[config.mk]
export PLATFORM = sky130hd
export DESIGN_NAME = plsq_sequencer
export DESIGN_NICKNAME = d
export VERILOG_FILES = /design/src/logic/plsq_pkg.sv /design/src/logic/plsq_sequencer.sv
export SDC_FILE = /design/constraint.sdc
export NUM_CORES = 1
export LEC_CHECK = 0
export ABC_AREA = 1
export BUFFER_PORTS_ARGS = -buffer_cell sky130_fd_sc_hd__buf_4
export CORE_MARGIN = 2
export CORE_UTILIZATION = 65
export CTS_BUF_LIST = sky130_fd_sc_hd__clkbuf_8
export CTS_CLUSTER_SIZE = 8
export DETAILED_ROUTE_END_ITERATION = 12
export MAX_ROUTING_LAYER = met4
export PLACE_DENSITY = 0.8
export REMOVE_ABC_BUFFERS = 1
export SLEW_MARGIN = 10
export SYNTH_ARGS = -nofsm -noshare
export SYNTH_HDL_FRONTEND = slang
export SYNTH_SLANG_ARGS = --single-unit
[constraint.sdc]
create_clock -name core_clk -period 5 [get_ports core_clk]
set_input_delay 0 -clock core_clk [delete_from_list [all_inputs] [get_ports core_clk]]
set_output_delay 0 -clock core_clk [all_outputs]
set_load 0.1 [all_outputs]
[src/logic/plsq_pkg.sv]
// Purpose: constants and types of the panel power sequencer
// Assumes: core clock of 100 MHz, slow timing from a 1 ms tick
// Notes:   offsets, fields, reset values and timing counts live here
// Behaviour
// - Doze or Sleep holds keyboard gate low
// - keyboard edge or port access raises gate
// - other activity never raises gate in Doze or Sleep
// - keyboard gate glitch free, pulses at least 142ns
// - polarity bit sets supply and bias level
// - panel supply follows mode bit and timer
// - reset clears sequencing bits, sets panel mask
// - auto mode: only sequencer drives panel outputs
// - power-up: supply, isolation, then bias
// - power-down: bias, isolation, then supply
// - Suspend or Off powers panel down in order in auto mode; in manual mode Suspend drops only the supply, Off also clears the delay bits
// - manual: both delay bits drive isolation, bias
// - unmasked panel timer gives interrupt, keeps supply
// - Off entry without auto clears delay bits
// - registers change only on reset or write, delay bits also on Off entry
// - mains disables timers, keyboard restores backlight
// - qualified battery warning interrupts every 15s
// - battery warning debounced, slow or fast
// - supply good rises, output follows after delay
// - supply good loss: drop output, enter Off
package plsq_pkg;

    // ----------------------------------------------------------------
    // register map
    // ----------------------------------------------------------------
    localparam logic [3:0] REG_MISC_SETTINGS  = 4'h0;
    localparam logic [3:0] REG_IRQ_MASK_TWO   = 4'h1;
    localparam logic [3:0] REG_POLARITY       = 4'h2;
    localparam logic [3:0] REG_ON_POWER_CTL   = 4'h3;
    localparam logic [3:0] REG_DOZE_POWER_CTL = 4'h4;
    localparam logic [3:0] REG_STATUS         = 4'h5;
    localparam logic [3:0] REG_BATT_MASK      = 4'h6;

    localparam int BIT_FAST_DEBOUNCE = 7;
    localparam int BIT_AUTO_SEQ      = 4;
    localparam int BIT_DELAY_SEL1    = 3;
    localparam int BIT_DELAY_SEL0    = 2;
    localparam int BIT_PANEL_MASK    = 1;
    localparam int BIT_POLARITY_INV  = 0;
    localparam int BIT_PANEL_POWER   = 0;

    localparam logic [7:0] RST_MISC_SETTINGS = 8'h00;
    localparam logic [7:0] RST_IRQ_MASK_TWO  = 8'h02;
    localparam logic [7:0] RST_POLARITY      = 8'h00;
    localparam logic [7:0] RST_POWER_CTL     = 8'h00;
    localparam logic [7:0] RST_BATT_MASK     = 8'h03;

    // ----------------------------------------------------------------
    // timing
    // ----------------------------------------------------------------
    localparam int CLK_PERIOD_NS   = 10;
    localparam int CLK_HZ          = 100000000;
    localparam int TICK_HZ         = 1000;
    localparam int PULSE_MIN_NS    = 142;
    localparam int PULSE_MIN_CYC   = (PULSE_MIN_NS + CLK_PERIOD_NS - 1) / CLK_PERIOD_NS;
    localparam int KBD_HOLD_MS     = 700;
    localparam int GOOD_DELAY_MS   = 700;
    localparam int DEB_SLOW_MS     = 3000;
    localparam int DEB_FAST_MS     = 45;
    localparam int BATT_REPEAT_MS  = 15000;

    // ----------------------------------------------------------------
    // types
    // ----------------------------------------------------------------
    typedef enum logic [2:0] {
        PLSQ_ON, PLSQ_DOZE, PLSQ_SLEEP, PLSQ_SUSPEND, PLSQ_OFF
    } plsq_mode_t;

    typedef struct packed {
        logic [3:0] addr;
        logic [7:0] wdata;
        logic       wr;
        logic       rd;
    } plsq_bus_t;

endpackage

[src/logic/plsq_sequencer.sv]
// Purpose: keyboard clock gate, panel sequencing, battery and supply good
// Assumes: mode, panel timer and backlight timer come from the same clock
// Notes:   slow timing runs on a 1 ms tick enable
//
// The implementer's own choices: the placing of the registers and strobed register access.
`timescale 1ns/1ps
module plsq_sequencer #(
    parameter int TICK_CYC   = plsq_pkg::CLK_HZ / plsq_pkg::TICK_HZ,
    parameter int SEQ_CYC_0  = 1000000,
    parameter int SEQ_CYC_1  = 2000000,
    parameter int SEQ_CYC_2  = 4000000,
    parameter int SEQ_CYC_3  = 8000000
) (
    // clock and reset
    input  wire logic            core_clk,
    input  wire logic            srst,
    // register port
    input  wire plsq_pkg::plsq_bus_t regBus,
    output logic [7:0]           regRdata,
    // power mode and timers
    input  wire plsq_pkg::plsq_mode_t powerMode,
    input  wire logic            panelTimerExpired,
    input  wire logic            backlightExpired,
    input  wire logic            kbdPortAccess,
    output logic                 timersDisable,
    output logic                 offRequest,
    output logic                 pmIrq,
    // pins
    input  wire logic            kbd_line_clock,
    input  wire logic            supply_good_in,
    input  wire logic            mains_present,
    input  wire logic            battery_warn_1,
    input  wire logic            battery_warn_2,
    output logic                 kbd_clock_gate_n,
    output logic                 panel_supply_ctl,
    output logic                 panel_bias_ctl,
    output logic                 panel_isolation_n,
    output logic                 backlight_supply_ctl,
    output logic                 supply_good_out
);
    import plsq_pkg::*;

    initial begin
        if (TICK_CYC < 2 || SEQ_CYC_0 < 1 || SEQ_CYC_1 < 1 || SEQ_CYC_2 < 1 || SEQ_CYC_3 < 1
            || SEQ_CYC_3 >= (1 << 24))
            $error("plsq_sequencer: parameter out of range");
    end

    // ----------------------------------------------------------------
    // pin synchronisers
    // ----------------------------------------------------------------
    logic [4:0] pinRaw;
    logic [4:0] syncA_q;
    logic [4:0] syncB_q;
    assign pinRaw = {battery_warn_2, battery_warn_1, mains_present, supply_good_in,
                     kbd_line_clock};
    for (genvar i = 0; i < 5; i++) begin : g_sync
        always_ff @(posedge core_clk) begin
            syncA_q[i] <= srst ? 1'b0 : pinRaw[i];
            syncB_q[i] <= srst ? 1'b0 : syncA_q[i];
        end
    end
    logic kbdClk;
    logic goodIn;
    logic mains;
    logic [1:0] battIn;
    assign kbdClk = syncB_q[0];
    assign goodIn = syncB_q[1];
    assign mains  = syncB_q[2];
    assign battIn = syncB_q[4:3];

    // ----------------------------------------------------------------
    // 1 ms timebase
    // ----------------------------------------------------------------
    logic [23:0] tickCnt_q;
    logic        tick;
    assign tick = (tickCnt_q == 24'(TICK_CYC - 1));
    always_ff @(posedge core_clk) begin
        if (srst || tick) tickCnt_q <= 24'h000000;
        else tickCnt_q <= tickCnt_q + 24'h000001;
    end

    // ----------------------------------------------------------------
    // registers
    // ----------------------------------------------------------------
    logic [7:0] misc_q;
    logic [7:0] irqMask_q;
    logic [7:0] pol_q;
    logic [7:0] onPwr_q;
    logic [7:0] dozePwr_q;
    logic [7:0] battMask_q;
    logic       wrMisc;
    logic       modeOff;
    logic       modeOff_q;
    logic       offEntry;
    assign wrMisc   = regBus.wr && regBus.addr == REG_MISC_SETTINGS;
    assign modeOff  = powerMode == PLSQ_OFF;
    assign offEntry = modeOff && !modeOff_q;

    always_ff @(posedge core_clk) begin
        if (srst) begin
            misc_q     <= RST_MISC_SETTINGS;
            irqMask_q  <= RST_IRQ_MASK_TWO;
            pol_q      <= RST_POLARITY;
            onPwr_q    <= RST_POWER_CTL;
            dozePwr_q  <= RST_POWER_CTL;
            battMask_q <= RST_BATT_MASK;
            modeOff_q  <= 1'b0;
        end else begin
            modeOff_q <= modeOff;
            // a write in the same cycle beats the hardware clear
            if (wrMisc) misc_q <= regBus.wdata;
            else if (offEntry && !misc_q[BIT_AUTO_SEQ])
                misc_q[BIT_DELAY_SEL1:BIT_DELAY_SEL0] <= 2'b00;
            if (regBus.wr && regBus.addr == REG_IRQ_MASK_TWO) irqMask_q <= regBus.wdata;
            if (regBus.wr && regBus.addr == REG_POLARITY) pol_q <= regBus.wdata;
            if (regBus.wr && regBus.addr == REG_ON_POWER_CTL) onPwr_q <= regBus.wdata;
            if (regBus.wr && regBus.addr == REG_DOZE_POWER_CTL) dozePwr_q <= regBus.wdata;
            if (regBus.wr && regBus.addr == REG_BATT_MASK) battMask_q <= regBus.wdata;
        end
    end

    logic       autoEn;
    logic [1:0] delaySel;
    logic       fastDeb;
    logic       panelMask;
    assign autoEn    = misc_q[BIT_AUTO_SEQ];
    assign delaySel  = misc_q[BIT_DELAY_SEL1:BIT_DELAY_SEL0];
    assign fastDeb   = misc_q[BIT_FAST_DEBOUNCE];
    assign panelMask = irqMask_q[BIT_PANEL_MASK];

    // ----------------------------------------------------------------
    // keyboard clock gate
    // ----------------------------------------------------------------
    logic        kbdClk_q;
    logic        kbdTrig;
    logic        dozeSleep;
    logic [9:0]  kbdHold_q;
    logic        gateWant;
    logic        gate_q;
    logic [4:0]  minCnt_q;
    assign kbdTrig   = (kbdClk_q && !kbdClk) || kbdPortAccess;
    assign dozeSleep = powerMode == PLSQ_DOZE || powerMode == PLSQ_SLEEP;
    // only the keyboard hold can lift the gate inside Doze or Sleep
    assign gateWant  = !dozeSleep || kbdHold_q != 10'h000;

    always_ff @(posedge core_clk) begin
        if (srst) begin
            kbdClk_q  <= 1'b0;
            kbdHold_q <= 10'h000;
            gate_q    <= 1'b1;
            minCnt_q  <= 5'h00;
        end else begin
            kbdClk_q <= kbdClk;
            // one extra tick keeps the hold at or above its figure
            if (kbdTrig) kbdHold_q <= 10'(KBD_HOLD_MS + 1);
            else if (tick && kbdHold_q != 10'h000) kbdHold_q <= kbdHold_q - 10'h001;
            // registered and rate limited, so no glitch and no short pulse
            if (minCnt_q != 5'h00) minCnt_q <= minCnt_q - 5'h01;
            else if (gate_q != gateWant) begin
                gate_q   <= gateWant;
                minCnt_q <= 5'(PULSE_MIN_CYC - 1);
            end
        end
    end
    assign kbd_clock_gate_n = gate_q;

    // ----------------------------------------------------------------
    // panel sequencing
    // ----------------------------------------------------------------
    typedef enum logic [2:0] {
        SQ_DOWN, SQ_UP_ISO, SQ_UP_BIAS, SQ_UP, SQ_DN_ISO, SQ_DN_SUPPLY
    } plsq_seq_t;
    plsq_seq_t   seq_q;
    plsq_seq_t   seq_d;
    logic [23:0] seqCnt_q;
    logic [23:0] seqDelay;
    logic        seqDone;
    logic        modeBit;
    logic        lcdExp;
    logic        panelWant;
    logic        suspOff;
    assign seqDelay  = delaySel == 2'b00 ? 24'(SEQ_CYC_0) :
                       delaySel == 2'b01 ? 24'(SEQ_CYC_1) :
                       delaySel == 2'b10 ? 24'(SEQ_CYC_2) : 24'(SEQ_CYC_3);
    assign seqDone   = seqCnt_q == 24'h000000;
    assign suspOff   = powerMode == PLSQ_SUSPEND || modeOff;
    assign modeBit   = powerMode == PLSQ_ON   ? onPwr_q[BIT_PANEL_POWER] :
                       powerMode == PLSQ_DOZE ? dozePwr_q[BIT_PANEL_POWER] : 1'b0;
    assign lcdExp    = panelTimerExpired && !mains;
    // an unmasked panel timer leaves the supply alone
    assign panelWant = modeBit && !(lcdExp && panelMask) && !suspOff;

    always_comb begin
        seq_d = seq_q;
        unique case (seq_q)
            SQ_DOWN:      if (panelWant) seq_d = SQ_UP_ISO;
            SQ_UP_ISO:    if (!panelWant) seq_d = SQ_DN_SUPPLY;
                          else if (seqDone) seq_d = SQ_UP_BIAS;
            SQ_UP_BIAS:   if (!panelWant) seq_d = SQ_DN_ISO;
                          else if (seqDone) seq_d = SQ_UP;
            SQ_UP:        if (!panelWant) seq_d = SQ_DN_ISO;
            SQ_DN_ISO:    if (seqDone) seq_d = SQ_DN_SUPPLY;
            SQ_DN_SUPPLY: if (seqDone) seq_d = SQ_DOWN;
        endcase
    end

    always_ff @(posedge core_clk) begin
        if (srst || !autoEn) begin
            seq_q    <= SQ_DOWN;
            seqCnt_q <= 24'h000000;
        end else begin
            seq_q <= seq_d;
            if (seq_d != seq_q) seqCnt_q <= seqDelay - 24'h000001;
            else if (!seqDone) seqCnt_q <= seqCnt_q - 24'h000001;
        end
    end

    logic supplyAct;
    logic isoAct;
    logic biasAct;
    logic autoSupply;
    logic autoIso;
    assign autoSupply = seq_q != SQ_DOWN;
    assign autoIso    = seq_q == SQ_UP_BIAS || seq_q == SQ_UP || seq_q == SQ_DN_ISO;
    // auto mode keeps software away from the panel outputs
    assign supplyAct  = autoEn ? autoSupply : panelWant;
    assign isoAct     = autoEn ? autoIso : delaySel == 2'b11;
    assign biasAct    = autoEn ? seq_q == SQ_UP : delaySel == 2'b11;

    logic polInv;
    logic pinSupply_q;
    logic pinBias_q;
    logic pinIso_q;
    assign polInv = pol_q[BIT_POLARITY_INV];
    always_ff @(posedge core_clk) begin
        if (srst) begin
            pinSupply_q <= 1'b0;
            pinBias_q   <= 1'b0;
            pinIso_q    <= 1'b1;
        end else begin
            pinSupply_q <= supplyAct ^ polInv;
            pinBias_q   <= biasAct ^ polInv;
            pinIso_q    <= !isoAct;
        end
    end
    assign panel_supply_ctl  = pinSupply_q;
    assign panel_bias_ctl    = pinBias_q;
    assign panel_isolation_n = pinIso_q;

    // ----------------------------------------------------------------
    // mains and backlight
    // ----------------------------------------------------------------
    logic blOff_q;
    always_ff @(posedge core_clk) begin
        if (srst) blOff_q <= 1'b0;
        else if (kbdTrig) blOff_q <= 1'b0;
        else if (backlightExpired) blOff_q <= 1'b1;
    end
    assign backlight_supply_ctl = !blOff_q;
    assign timersDisable        = mains;

    // ----------------------------------------------------------------
    // battery warnings
    // ----------------------------------------------------------------
    logic [1:0]  battQual;
    logic [1:0]  battIrq;
    logic [11:0] debTarget;
    assign debTarget = fastDeb ? 12'(DEB_FAST_MS) : 12'(DEB_SLOW_MS);
    for (genvar b = 0; b < 2; b++) begin : g_batt
        logic [11:0] debCnt_q;
        logic [13:0] repCnt_q;
        logic        qual_q;
        always_ff @(posedge core_clk) begin
            if (srst || !battIn[b]) begin
                debCnt_q <= 12'h000;
                qual_q   <= 1'b0;
            end else if (tick) begin
                // any low restarts the count
                if (debCnt_q >= debTarget) qual_q <= 1'b1;
                else debCnt_q <= debCnt_q + 12'h001;
            end
        end
        always_ff @(posedge core_clk) begin
            if (srst || !qual_q || battMask_q[b] || suspOff) repCnt_q <= 14'h0000;
            else if (tick) begin
                if (repCnt_q == 14'(BATT_REPEAT_MS - 1)) repCnt_q <= 14'h0000;
                else repCnt_q <= repCnt_q + 14'h0001;
            end
        end
        // first interrupt on qualification, then every repeat period
        assign battIrq[b] = qual_q && !battMask_q[b] && !suspOff && tick
                            && repCnt_q == 14'h0000;
        assign battQual[b] = qual_q;
    end

    // ----------------------------------------------------------------
    // interrupt pulse
    // ----------------------------------------------------------------
    logic lcdExp_q;
    logic lcdIrq;
    logic irq_q;
    assign lcdIrq = lcdExp && !lcdExp_q && !panelMask;
    always_ff @(posedge core_clk) begin
        if (srst) begin
            lcdExp_q <= 1'b0;
            irq_q    <= 1'b0;
        end else begin
            lcdExp_q <= lcdExp;
            irq_q    <= lcdIrq || |battIrq;
        end
    end
    assign pmIrq = irq_q;

    // ----------------------------------------------------------------
    // supply good handshake
    // ----------------------------------------------------------------
    logic        goodIn_q;
    logic [9:0]  goodCnt_q;
    logic        goodWait_q;
    logic        goodOut_q;
    logic        offReq_q;
    logic        goodFall;
    assign goodFall = goodIn_q && !goodIn;
    always_ff @(posedge core_clk) begin
        if (srst) begin
            goodIn_q   <= 1'b0;
            goodCnt_q  <= 10'h000;
            goodWait_q <= 1'b0;
            goodOut_q  <= 1'b0;
            offReq_q   <= 1'b0;
        end else begin
            goodIn_q <= goodIn;
            offReq_q <= goodFall && !suspOff;
            if (!goodIn || suspOff) begin
                // commanded Suspend or Off drops the output first
                goodOut_q  <= 1'b0;
                goodWait_q <= 1'b0;
            end else if (!goodIn_q) begin
                goodWait_q <= 1'b1;
                goodCnt_q  <= 10'(GOOD_DELAY_MS + 1);
            end else if (goodWait_q && tick) begin
                if (goodCnt_q == 10'h001) begin
                    goodOut_q  <= 1'b1;
                    goodWait_q <= 1'b0;
                end
                goodCnt_q <= goodCnt_q - 10'h001;
            end
        end
    end
    assign supply_good_out = goodOut_q;
    assign offRequest      = offReq_q;

    // ----------------------------------------------------------------
    // read port
    // ----------------------------------------------------------------
    logic [7:0] rdMux;
    logic [7:0] statusWord;
    assign statusWord = {battQual, blOff_q, goodOut_q, biasAct, isoAct, supplyAct, gate_q};
    assign rdMux = regBus.addr == REG_MISC_SETTINGS  ? misc_q :
                   regBus.addr == REG_IRQ_MASK_TWO   ? irqMask_q :
                   regBus.addr == REG_POLARITY       ? pol_q :
                   regBus.addr == REG_ON_POWER_CTL   ? onPwr_q :
                   regBus.addr == REG_DOZE_POWER_CTL ? dozePwr_q :
                   regBus.addr == REG_STATUS         ? statusWord :
                   regBus.addr == REG_BATT_MASK      ? battMask_q : 8'h00;
    always_ff @(posedge core_clk) begin
        if (srst) regRdata <= 8'h00;
        else if (regBus.rd) regRdata <= rdMux;
        else regRdata <= 8'h00;
    end
endmodule // plsq_sequencer

# ---- Yosys cells after proc, flatten, opt, wreduce, memory -nomap -nowiden
# Index checks and enable logic that the tools add are counted.
dict set report totals {
  regBits 209
  input_bits 27
  output_inout_bits 17
  wordCells 218
}
dict set report op_classes {
  add_sub_neg 10
  magnitude_cmp 2
  eq_ne 27
  mux 40
  bitwise 7
  reduce_logical 88
}
# cell n
set op_table {}
lappend op_table {{23-bit 2-to-1 mux} 3}
lappend op_table {{8-bit 2-to-1 mux} 7}
lappend op_table {{24-bit 2-to-1 mux} 2}
lappend op_table {{10-bit 2-to-1 mux} 4}
lappend op_table {{14-bit by 1-bit adder with 14-bit output, second input constant} 2}
lappend op_table {{14-bit equality test, second input constant} 2}
lappend op_table {{14-bit logical NOT} 2}
lappend op_table {{14-bit 2-to-1 mux} 2}
lappend op_table {{1-bit logical AND} 27}
lappend op_table {{12-bit by 1-bit adder with 12-bit output, second input constant} 2}
lappend op_table {{24-bit by 1-bit adder with 24-bit output, second input constant} 1}
lappend op_table {{24-bit by 17-bit equality test with 1-bit output, second input constant} 1}
lappend op_table {{12-bit >= comparator} 2}
lappend op_table {{24-bit logical NOT} 1}
lappend op_table {{3-bit 2-to-1 mux} 8}
lappend op_table {{23-bit by 1-bit subtractor with 24-bit output, second input constant} 1}
lappend op_table {{24-bit by 1-bit subtractor with 24-bit output, second input constant} 1}
lappend op_table {{10-bit by 1-bit subtractor with 10-bit output, second input constant} 2}
lappend op_table {{1-bit logical NOT} 18}
lappend op_table {{1-bit logical OR} 18}
lappend op_table {{3-bit one-hot mux with 6 select lines} 1}
lappend op_table {{2-bit AND reduction} 7}
lappend op_table {{3-bit by 2-bit equality test with 1-bit output, second input constant} 4}
lappend op_table {{4-bit by 3-bit equality test with 1-bit output, second input constant} 3}
lappend op_table {{26 further kinds} 53}

# ---- Logic depth before layout (Yosys ltp)
# Gate-level depths: netlist (run 1).
dict set report logic_depth {
  depth_word 13
  mapped_depth 22
  ltp_nobuf 21
}

# ---- Worst setup path after synthesis (run 1)
# Ideal clock, no wire load.
dict set report synth_path {
  path_type {register to register}
  start {register syncB_q[2], in the netlist timersDisable}
  end {register seqCnt_q[20]}
  setup_time_ns 0.128
  arrival_ns 2.992
  required_time_ns 4.872
  setup_slack_ns 1.880
  path_stages_with_launch 21
  path_buffers 1
  period_less_slack_ns 3.120
  path_cell_list {dfxtp_1 -> inv_1 -> nand3_1 -> nand3_2 -> nor2_1 -> nor2_1 -> and2_4 -> nand3_2 -> nand3_4 -> nand2_4 -> inv_1 -> buf_2 -> nand2_1 -> ha_1 -> nand2_1 -> nor2_1 -> nand3_1 -> nor2_1 -> nand3_1 -> nand3_1 -> nor2_1}
}
dict set report synth_between {
  elab_chain_len 10
  word_cells_on_any_way 14
  classes_between {eq/ne (2); mux (6); reduce/logical (6)}
}
# element line_no
set synth_lines {}
lappend synth_lines {{start, declared} plsq_sequencer.sv:54} ;# logic [4:0] syncB_q;
lappend synth_lines {{start signal, assigned by index} plsq_sequencer.sv:60} ;# syncB_q[i] <= srst ? 1'b0 : syncA_q[i];
lappend synth_lines {{1-bit logical NOT (*)} plsq_sequencer.sv:190} ;# assign lcdExp = panelTimerExpired && !mains;
lappend synth_lines {{1-bit logical AND (*)} plsq_sequencer.sv:190}
lappend synth_lines {{1-bit logical AND (*)} plsq_sequencer.sv:192} ;# assign panelWant = modeBit && !(lcdExp && panelMask) && !suspOff;
lappend synth_lines {{1-bit logical NOT (*)} plsq_sequencer.sv:192}
lappend synth_lines {{1-bit logical AND (*) (2 in a row)} plsq_sequencer.sv:192}
lappend synth_lines {{3-bit 2-to-1 mux, on equally long branches} n/a}
lappend synth_lines {{3-bit one-hot mux with 6 select lines (*)} plsq_sequencer.sv:196} ;# unique case (seq_q)
lappend synth_lines {{3-bit inequality test (*)} plsq_sequencer.sv:214} ;# if (seq_d != seq_q) seqCnt_q <= seqDelay - 24'h000001;
lappend synth_lines {{2-bit by 1-bit inequality test with 1-bit output (no line) / 24-bit 2-to-1 mux (equally long branches)} n/a}
lappend synth_lines {{end signal, assigned} plsq_sequencer.sv:214}
lappend synth_lines {{end signal, assigned} plsq_sequencer.sv:215} ;# else if (!seqDone) seqCnt_q <= seqCnt_q - 24'h000001;
lappend synth_lines {{end, declared} plsq_sequencer.sv:176} ;# logic [23:0] seqCnt_q;
# Every way passes the cells marked *; elsewhere a longest branch is shown, timed or not.
# A chain may end at the register's enable or synchronous reset.

# ---- Worst setup path after layout (run 1)
dict set report layout_path {
  start {register seq_q[0]}
  end {register seqCnt_q[20]}
}
dict set report layout_between {
  elab_chain_len 5
  word_cells_on_any_way 18
  classes_between {eq/ne (7); mux (10); reduce/logical (1)}
}
# element line_no
set layout_lines {}
lappend layout_lines {{start, declared} plsq_sequencer.sv:174} ;# plsq_seq_t seq_q;
lappend layout_lines {{start signal, assigned} plsq_sequencer.sv:213} ;# seq_q <= seq_d;
lappend layout_lines {{3-bit 2-to-1 mux, on equally long branches} {plsq_sequencer.sv:201, plsq_sequencer.sv:199}}
lappend layout_lines {{3-bit 2-to-1 mux, on equally long branches} {plsq_sequencer.sv:200, plsq_sequencer.sv:198}}
lappend layout_lines {{3-bit one-hot mux with 6 select lines} plsq_sequencer.sv:196}
lappend layout_lines {{3-bit inequality test (*)} plsq_sequencer.sv:214}
lappend layout_lines {{2-bit by 1-bit inequality test with 1-bit output (no line) / 24-bit 2-to-1 mux (equally long branches)} n/a}
# Marked as above.

==> results of run 1 <==
## Yosys cell counts, types with 2 or more instances
cell type,number
a2111oi_0,2
a211oi_1,9
a21oi_1,120
a31oi_1,23
buf_1,3
buf_2,2
buf_4,2
clkbuf_1,18
clkinv_1,3
dfxtp_1,209
ha_1,30
inv_1,206
inv_2,6
nand2_1,224
nand2_2,9
nand2_4,4
nand3_1,94
nand3_2,5
nand3b_1,7
nand4_1,33
nor2_1,189
nor2_2,16
nor2_4,4
nor3_1,39
nor3_2,7
nor3b_1,10
nor4_1,19
nor4_2,2
o2111ai_1,2
o211ai_1,8
o21a_1,8
o21ai_0,89
o21ai_1,6
o21bai_1,2
o22ai_1,5
o311ai_0,2
o31ai_1,3
xnor2_1,2
xor2_1,11
## logic make-up after synthesis
group | synth area share, %
adders and majority gates | 3.64
buffers and inverters | 8.94
AOI/OAI and AO/OA | 15.3
and+or+nand+nor | 30.5
DFF | 40.5
xor gates and xnor gates | 1.10
## critical path: cells and delay by family, from the launching register on
family        cells  cell delay, ps
fa+ha+maj         1             210
buf+inv           2             310
simple gates     16            1990
flops             1             390
## power by group
part           switching (mW)  leakage [nW]  total (mW)  internal [mW]
sequential             0.0233          1.69        1.73           1.71
combinational           0.203          2.72       0.304          0.100
clock                   0.671         0.398        1.47          0.804
## worst paths after layout
check / startpoint / to / slack (ps)
worst max-delay path: seq_q[0] / seqCnt_q[20] / 1960
worst min-delay path: regBus[13] / pol_q[7] / 30
worst max register to register: seq_q[0] / seqCnt_q[20] / 1960
worst min register to register: syncA_q[0] / kbdClk / 410
## layer usage
layer	vias to the layer above	share of wire [%]	global-route usage (%)
li1	5002	-	-
met1	4556	44	38.1
met2	290	48	51.0
met3	64	5.2	5.08
met4	0	2.4	9.30
met5	-	0	-
## layout make-up
| class | instances | share of cell area (%) |
|---|---|---|
| Inverter | 215 | 6.84 |
| Tap cell | 216 | 2.29 |
| Timing Repair Buffer | 76 | 5.51 |
| Sequential cell | 209 | 35.4 |
| Clock buffer | 45 | 5.25 |
| Clock inverter | 15 | 0.519 |
| Multi-Input combinational cell | 999 | 44.2 |
## what timing repair did
action | 4_1_cts | 5_1_grt
resized for setup | 0 | 0
setup buffers | 0 | 0
setup endpoints to repair | 0 | 0
hold endpoints to repair | 86 | 0
hold buffers | 32 | 0
## through the flow
step                cells  setup WS, ps  area (µm²)  power (mW)  utilization, %
floorplan            1423          1750       10200        1.96               -
CTS                  1775          2000       11800        3.53            75.1
finish               1775          1960       11800        3.51            75.1
detailed placement   1683          2030       10800        2.05            68.8
global placement     1683          2170       10800        2.04            68.8
global route         1775          1680       11800        3.64            75.1
## state kept, by name, indices dropped and copies added (netlist names), 2 cells and up
register	cells
dozePwr_q	8
pol_q	8
g_batt.debCnt_q	24
irqMask_q	8
syncA_q	5
minCnt_q	5
battMask_q	8
g_batt.qual_q	2
seq_q	3
onPwr_q	8
kbdHold_q	10
seqCnt_q	24
battIn	2
regRdata	8
g_batt.repCnt_q	28
tickCnt_q	24
goodCnt_q	10
misc_q	8
==> summary.md, run 1 <==
| Metric | Value |
|---|---|
| Status | `completed` |
| CP Launch Type | `register` |
| Post-synth cell types | `55` |
| Synthesis Warnings | `0` |
| Overall die height | `roughly 130 µm` |
| Dpl hpwl | `17400 µm` |
| Final hold vios | `0` |
| Skew final | `approximately 19 ps` |
| Peak VDD IR | `324 µV` |
| Most frequent cells in the layout | `nand2_1 (224), inv_1 (217), dfxtp_1 (209)` |
| Vias in the first global route | `9010` |
| Worst-path fanout max | `15` |
| IO Pins | `44` |
| Most common cell type on the critical path | `nor2_1` |
| Crit Path Category | `register to register` |
| Flops & latches, synth | `209` |
| CP endpoint kind | `register` |
| Clock Latency Late Sink | `about 530 ps` |
| Crit-path cells | `inv_2, nand2_2, nor2_4, nor2_2, nor2_1, and2_4, nand3_2, nand3_4, nand2_4, inv_1, nand2_1, ha_1, nand2_1, nor2_1, nand3_1, nor2_1, nand3_1, nand3_1, nor2_1` |
| Fin nets | `1594` |
| Top FF cell, synth | `dfxtp_1` |
| GRT Total Usage | `slightly above 30%` |
| Share of the yosys chip area belonging to registers | `40.5%` |
| Global route total overflow | `0` |
| # DRC | `0` |
| FF+latch area | `approximately 4200 µm²` |
| P&R area growth vs syn | `14.4%` |
| 1st-pass router iterations | `7` |
| Die Area | `between 15000 and 20000 µm²` |
| Pin slew with the least headroom to its limit | `around 760 ps` |
| Worst path required time | `5400 ps` |
| Final WL | `25300 µm` |
| WP data arrival | `around 3400 ps` |
| Gp weighted congestion | `between 0.9 and 1` |
| Crit path time final | `roughly 3000 ps` |
| Top cells by area, synth | `dfxtp_1 (41%), nand2_1 (8.1%), inv_1 (7.5%)` |
| H-tree depth | `2` |
| Yosys top cell by area | `dfxtp_1` |
| Root Driver | `clkbuf_8` |
| Fillers | `approximately 1300` |
| Number of flops mapped to enable cells by yosys | `0` |
| Clk sinks | `~210` |
| Num CTS Buffers | `36` |
| Port Buf Inserts | `43` |
| Multi-input combinational cell area | `approximately 5200 µm²` |
| Leak | `4.81 nW` |
| Initial antenna violation count | `0` |
| Share of cells above drive strength 1 | `about a tenth` |
| Slowest stage delay, CP | `390 ps` |
| First-pass GRT wire length | `just over 40000 µm` |
| Yosys top cell area share | `40.5%` |
| Setup TNS | `0 ps` |
| R2R cell count | `19` |
| RSZ-0062 raised after global routing | `no` |
| Hold Path Cell Cnt | `6` |
| CP max stage cell | `dfxtp_1` |
| Die X | `~130 µm` |
| Setup violations, final | `0` |
| Deepest clock path buffer count | `3` |
| Max cap viols | `0` |
| Min-Delay Path Class | `primary input to register` |
| DR vias | `9912` |
| Initial Util | `approximately 66%` |
| Core area | `~16000 µm²` |
| Most common library cell in the layout ignoring fill and taps | `nand2_1` |
| Clock Pin Slew Worst Setup and Hold Paths | `approximately 60 ps` |
| Avg Cell Area, Syn | `just over 7 µm²` |
| Syn Inst Count | `approximately 1400` |
| Ant diodes | `0` |
| Largest net degree at the start of global routing | `51` |
| Async SR Flop Fraction | `0%` |
| Power Dens Cells | `slightly below 300 nW/µm²` |
| Fin crit share | `~61%` |
| ANT nets after route | `0` |
| Rows | `46` |
| Slew Viols, Final | `0` |
| Synth Cell Area | `10300 µm²` |
| FMAX | `between 0.3 and 0.4 GHz` |
| DR iter-0 viols | `approximately 700` |
| CTS tree | `done` |
| Min Hold Slack | `between 20 and 30 ps` |
| Wire per inst | `around 14 µm` |
| Rel. slew slack | `48.8%` |
| Via density | `~5.6` |
No activity file was read; power rests on OpenSTA's default activity.
==> inputs of run 2 (changes only) <==
ABC_AREA = 0   (was 1)
CORE_UTILIZATION = 58   (was 65)
PLACE_DENSITY = 0.76   (was 0.8)
clock period = 2.6 ns   (was 5 ns; I/O delays follow)
==> summary.md, run 2 <==
| Metric | Value |
|---|---|
| Largest register by flop count | `g_batt.repCnt_q` |
| Setup violations, final | `11 (+11)` |
| Top cells by area, synth | `dfxtp_1 (41%), nor2_1 (6.2%), xor2_1 (5.4%)` |
| Crit Path Category | `register to register` |
| Rows | `48 (+4.3%)` |
| Die X | `137 µm (+5.6%)` |
| Final WL | `26100 µm (+3.0%)` |
| Flops & latches, synth | `209 (unchanged)` |
| Most common cell type on the critical path | `buf_4` |
| Largest net degree at the start of global routing | `43 (-16%)` |
| Top FF cell, synth | `dfxtp_1` |
| Ant diodes | `0 (unchanged)` |
| Num CTS Buffers | `37 (+2.8%)` |
| Post-placement cell area | `11300 µm² (+4.4%)` |
| CP Launch Type | `register` |
| Sw frac | `25.1% (-0.48 points)` |
| Crit-path cells | `nor4_4, buf_4, nand3_2, or4_4, a311oi_4, nor2_4, nand2_2, ha_4, nand4_1, buf_4, buf_6, xor2_1, nand3_1, o311a_1` |
| RSZ-0062 raised after global routing | `yes` |
| Rel. slew slack | `53.7% (+5.0 points)` |
| Most frequent cells after synthesis | `dfxtp_1 (209), nor2_1 (169), nand2_1 (108), a21oi_1 (76), xor2_1 (64)` |
| Status | `finished, violations left` |
| 1st-pass router iterations | `6 (-1)` |
| Worst path required time | `3020 ps (-2380 ps)` |
| Skew final | `16.4 ps (-2.94 ps)` |
| Share of cells above drive strength 1 | `17.7% (+7.9 points)` |
| Overall power | `6.64 mW (+89%)` |
| Dpl ws | `-547 ps (-2570 ps)` |
| Most common library cell in the layout ignoring fill and taps | `dfxtp_1` |
| Crit path time final | `3170 ps (+127 ps)` |
| Initial Util | `59.3% (-6.3 points)` |
| Max cap viols | `0 (unchanged)` |
| Deepest clock path buffer count | `3 (unchanged)` |
| Via density | `5.95 (+6.6%)` |
| Clk pwr share | `42.1% (about the same)` |
| Clock Latency Late Sink | `540 ps (about the same)` |
| First-pass GRT wire length | `42000 µm (+2.5%)` |
| CP max stage cell | `or4_4` |
| DR vias | `9519 (-4.0%)` |
| Clock Pin Slew Worst Setup and Hold Paths | `50 ps (about the same)` |
| Synth Cell Area | `10300 µm² (-0.18%)` |
| Gp weighted congestion | `0.931 (+1.2%)` |
| Violated checks | `negative setup slack` |
| FMAX | `0.315 GHz (-4.0%)` |
| Power Dens Cells | `529 nW/µm² (+78%)` |
| IO Pins | `44 (unchanged)` |
| Multi-input combinational cell area | `5990 µm² (+15%)` |
| CP endpoint kind | `register` |
| Final hold vios | `0 (unchanged)` |
| Most frequent cells in the layout | `dfxtp_1 (205), nor2_1 (165), buf_4 (127)` |
| WP data arrival | `3590 ps (+150 ps)` |
| Pin slew with the least headroom to its limit | `691 ps (-70.7 ps)` |
| Port Buf Inserts | `43 (unchanged)` |
| Initial antenna violation count | `0 (unchanged)` |
| Finished Cell Area | `12500 µm² (+6.2%)` |
| GRT Total Usage | `28.2% (-2.4 points)` |
| Avg Cell Area, Syn | `8.49 µm² (+19%)` |
| Fillers | `1342 (+6.8%)` |
| Die Area | `18800 µm² (+11%)` |
| Core area | `17400 µm² (+10%)` |
| Async SR Flop Fraction | `0% (unchanged)` |
| Global route total overflow | `0 (unchanged)` |
| Clk sinks | `209 (unchanged)` |
| Cell Count, Final, Fillers Out | `1599 (-9.9%)` |
| Internal | `4.97 mW (+90%)` |
| Syn Inst Count | `1214 (-16%)` |
| DP Cell Count | `1504 (-11%)` |
| Peak VDD IR | `605 µV (+87%)` |
| Post-synth cell types | `70 (+27%)` |
| P&R area growth vs syn | `21.7%` |
| Number of flops mapped to enable cells by yosys | `0 (unchanged)` |
| Root Driver | `clkbuf_8` |
| Yosys top cell area share | `40.6% (+0.074 points)` |
| Fin nets | `1413 (-11%)` |
| Leak | `5.02 nW (+4.3%)` |
| H-tree depth | `2 (unchanged)` |
| Dpl hpwl | `17200 µm (-0.89%)` |
| Psw | `1.66 mW (+85%)` |
| Overall die height | `137 µm (+5.6%)` |
| Vias in the first global route | `8817 (-2.1%)` |
| Final worst setup slack | `-570 ps (-2530 ps)` |
| Final core occ | `72.3% (-2.9 points)` |
| CTS tree | `done` |
| Wire per inst | `16.3 µm (+14%)` |
| Comb power frac | `7.8% (-0.8 points)` |
| # DRC | `0 (unchanged)` |
| Slew Viols, Final | `0 (unchanged)` |
| Yosys top cell by area | `dfxtp_1` |
| Share of the yosys chip area belonging to registers | `40.6% (+0.074 points)` |
| Synthesis Warnings | `0 (unchanged)` |
| Flop pwr share | `50.1% (+0.7 points)` |
| Max FFs per register | `28 (unchanged)` |
| Slowest stage delay, CP | `520 ps (+130 ps)` |
| Min-Delay Path Class | `primary input to register` |
| FF+latch area | `4190 µm² (+0.18%)` |
| DR iter-0 viols | `820 (+15%)` |
| Worst-path fanout max | `4 (-11)` |
| ANT nets after route | `0 (unchanged)` |
| Most common cell in the netlist | `dfxtp_1` |
| Fin crit share | `122% (+61 points)` |
==> run 2: changes by cell type in the layout (fill, tap and decap cells not counted), moves of 15 or more <==
| cell | previous run | this run |
|---|---|---|
| nand2b_1 | 0 | 15 |
| inv_1 | 217 | 43 |
| nor2b_1 | 0 | 23 |
| xor2_1 | 11 | 64 |
| buf_4 | 44 | 127 |
| o21ai_0 | 89 | 29 |
| nor2_1 | 189 | 165 |
| a21oi_1 | 120 | 75 |
| mux2i_1 | 0 | 41 |
| nand3_1 | 94 | 40 |
| nor2_2 | 16 | 0 |
| nand2_1 | 224 | 101 |
| and3_1 | 1 | 22 |
| xnor2_1 | 2 | 24 |
==> run 2: final timing paths <==
kind	depth (start not counted)	to	slack, ps	from
worst max-delay path	14	seqCnt_q[14]	-570	seqCnt_q[19]
worst min-delay path	4	regRdata[6]	50	regBus[11]
worst max register to register	14	seqCnt_q[14]	-570	seqCnt_q[19]
worst min register to register	1	battIn[1]	440	syncA_q[4]
==> run 2: cell families (layout without fill, tap and decap cells) <==
group / Yosys count / count (layout) / synth area share, %
AND/OR/NAND/NOR: 537 / 537 / 26.2
AO/OA/AOI/OAI: 211 / 211 / 13.7
flip-flops: 209 / 209 / 40.6
XOR/XNOR: 89 / 89 / 7.57
buffers and inverters: 89 / 249 / 3.41
multiplexers: 49 / 49 / 4.86
adder cells (fa/ha/maj): 30 / 30 / 3.64
==> run 2: stage by stage <==
| stage | hold slack (ps) | TNS [ps] |
|---|---|---|
| floorplan | 66.7 | -16840 |
| global placement | 208 | -3870 |
| detailed placement | 210 | -4120 |
| CTS | 10.8 | -3290 |
| global route | 46.2 | -4930 |
| finish | 49.8 | -4090 |
==> run 2: critical path: cells and delay by family, from the launching register on <==
family,cells,cell delay [ps]
buffers and inverters,3,550
XOR/XNOR,1,160
AO/OA/AOI/OAI,2,430
flip-flops,1,350
adder cells (fa/ha/maj),1,150
AND/OR/NAND/NOR,7,1420
==> run 2: area by class of cell <==
cell class                 count  share of cell area, %
inverter                      31                  0.928
clock inverter                14                  0.519
timing repair buffer         161                   10.4
clock buffer                  43                   4.72
tap                          225                   2.24
multi-input combinational    916                   47.8
sequential                   209                   33.4
==> run 2: repair_timing <==
| item | 4_1_cts | 5_1_grt |
|---|---|---|
| hold buffers | 29 | 0 |
| endpoints found under the setup margin | 12 | 19 |
| resized for setup | 33 | 23 |
| pin swaps | 23 | 18 |
| buffers inserted | 7 | 4 |
| endpoints found under the hold margin | 90 | 0 |
==> run 2: power groups by stage <==
stage	registers (mW)	logic [mW]	clock network, mW
6_report	3.33	0.520	2.79
5_1_grt	3.33	0.580	2.99
4_1_cts	3.33	0.514	2.85
3_5_place_dp	3.39	0.477	0
3_3_place_gp	3.39	0.466	0
2_1_floorplan	3.41	0.285	0
==> run 2: layer usage <==
| layer | routed length, µm | track usage (%) | part of all wire [%] | up-vias |
|---|---|---|---|---|
| met5 | 0 | - | 0 | - |
| met3 | 1440 | 4.64 | 5.5 | 90 |
| li1 | - | - | - | 4599 |
| met1 | 11600 | 36.4 | 45 | 4523 |
| met2 | 12200 | 44.3 | 47 | 307 |
| met4 | 824 | 10.9 | 3.2 | 0 |
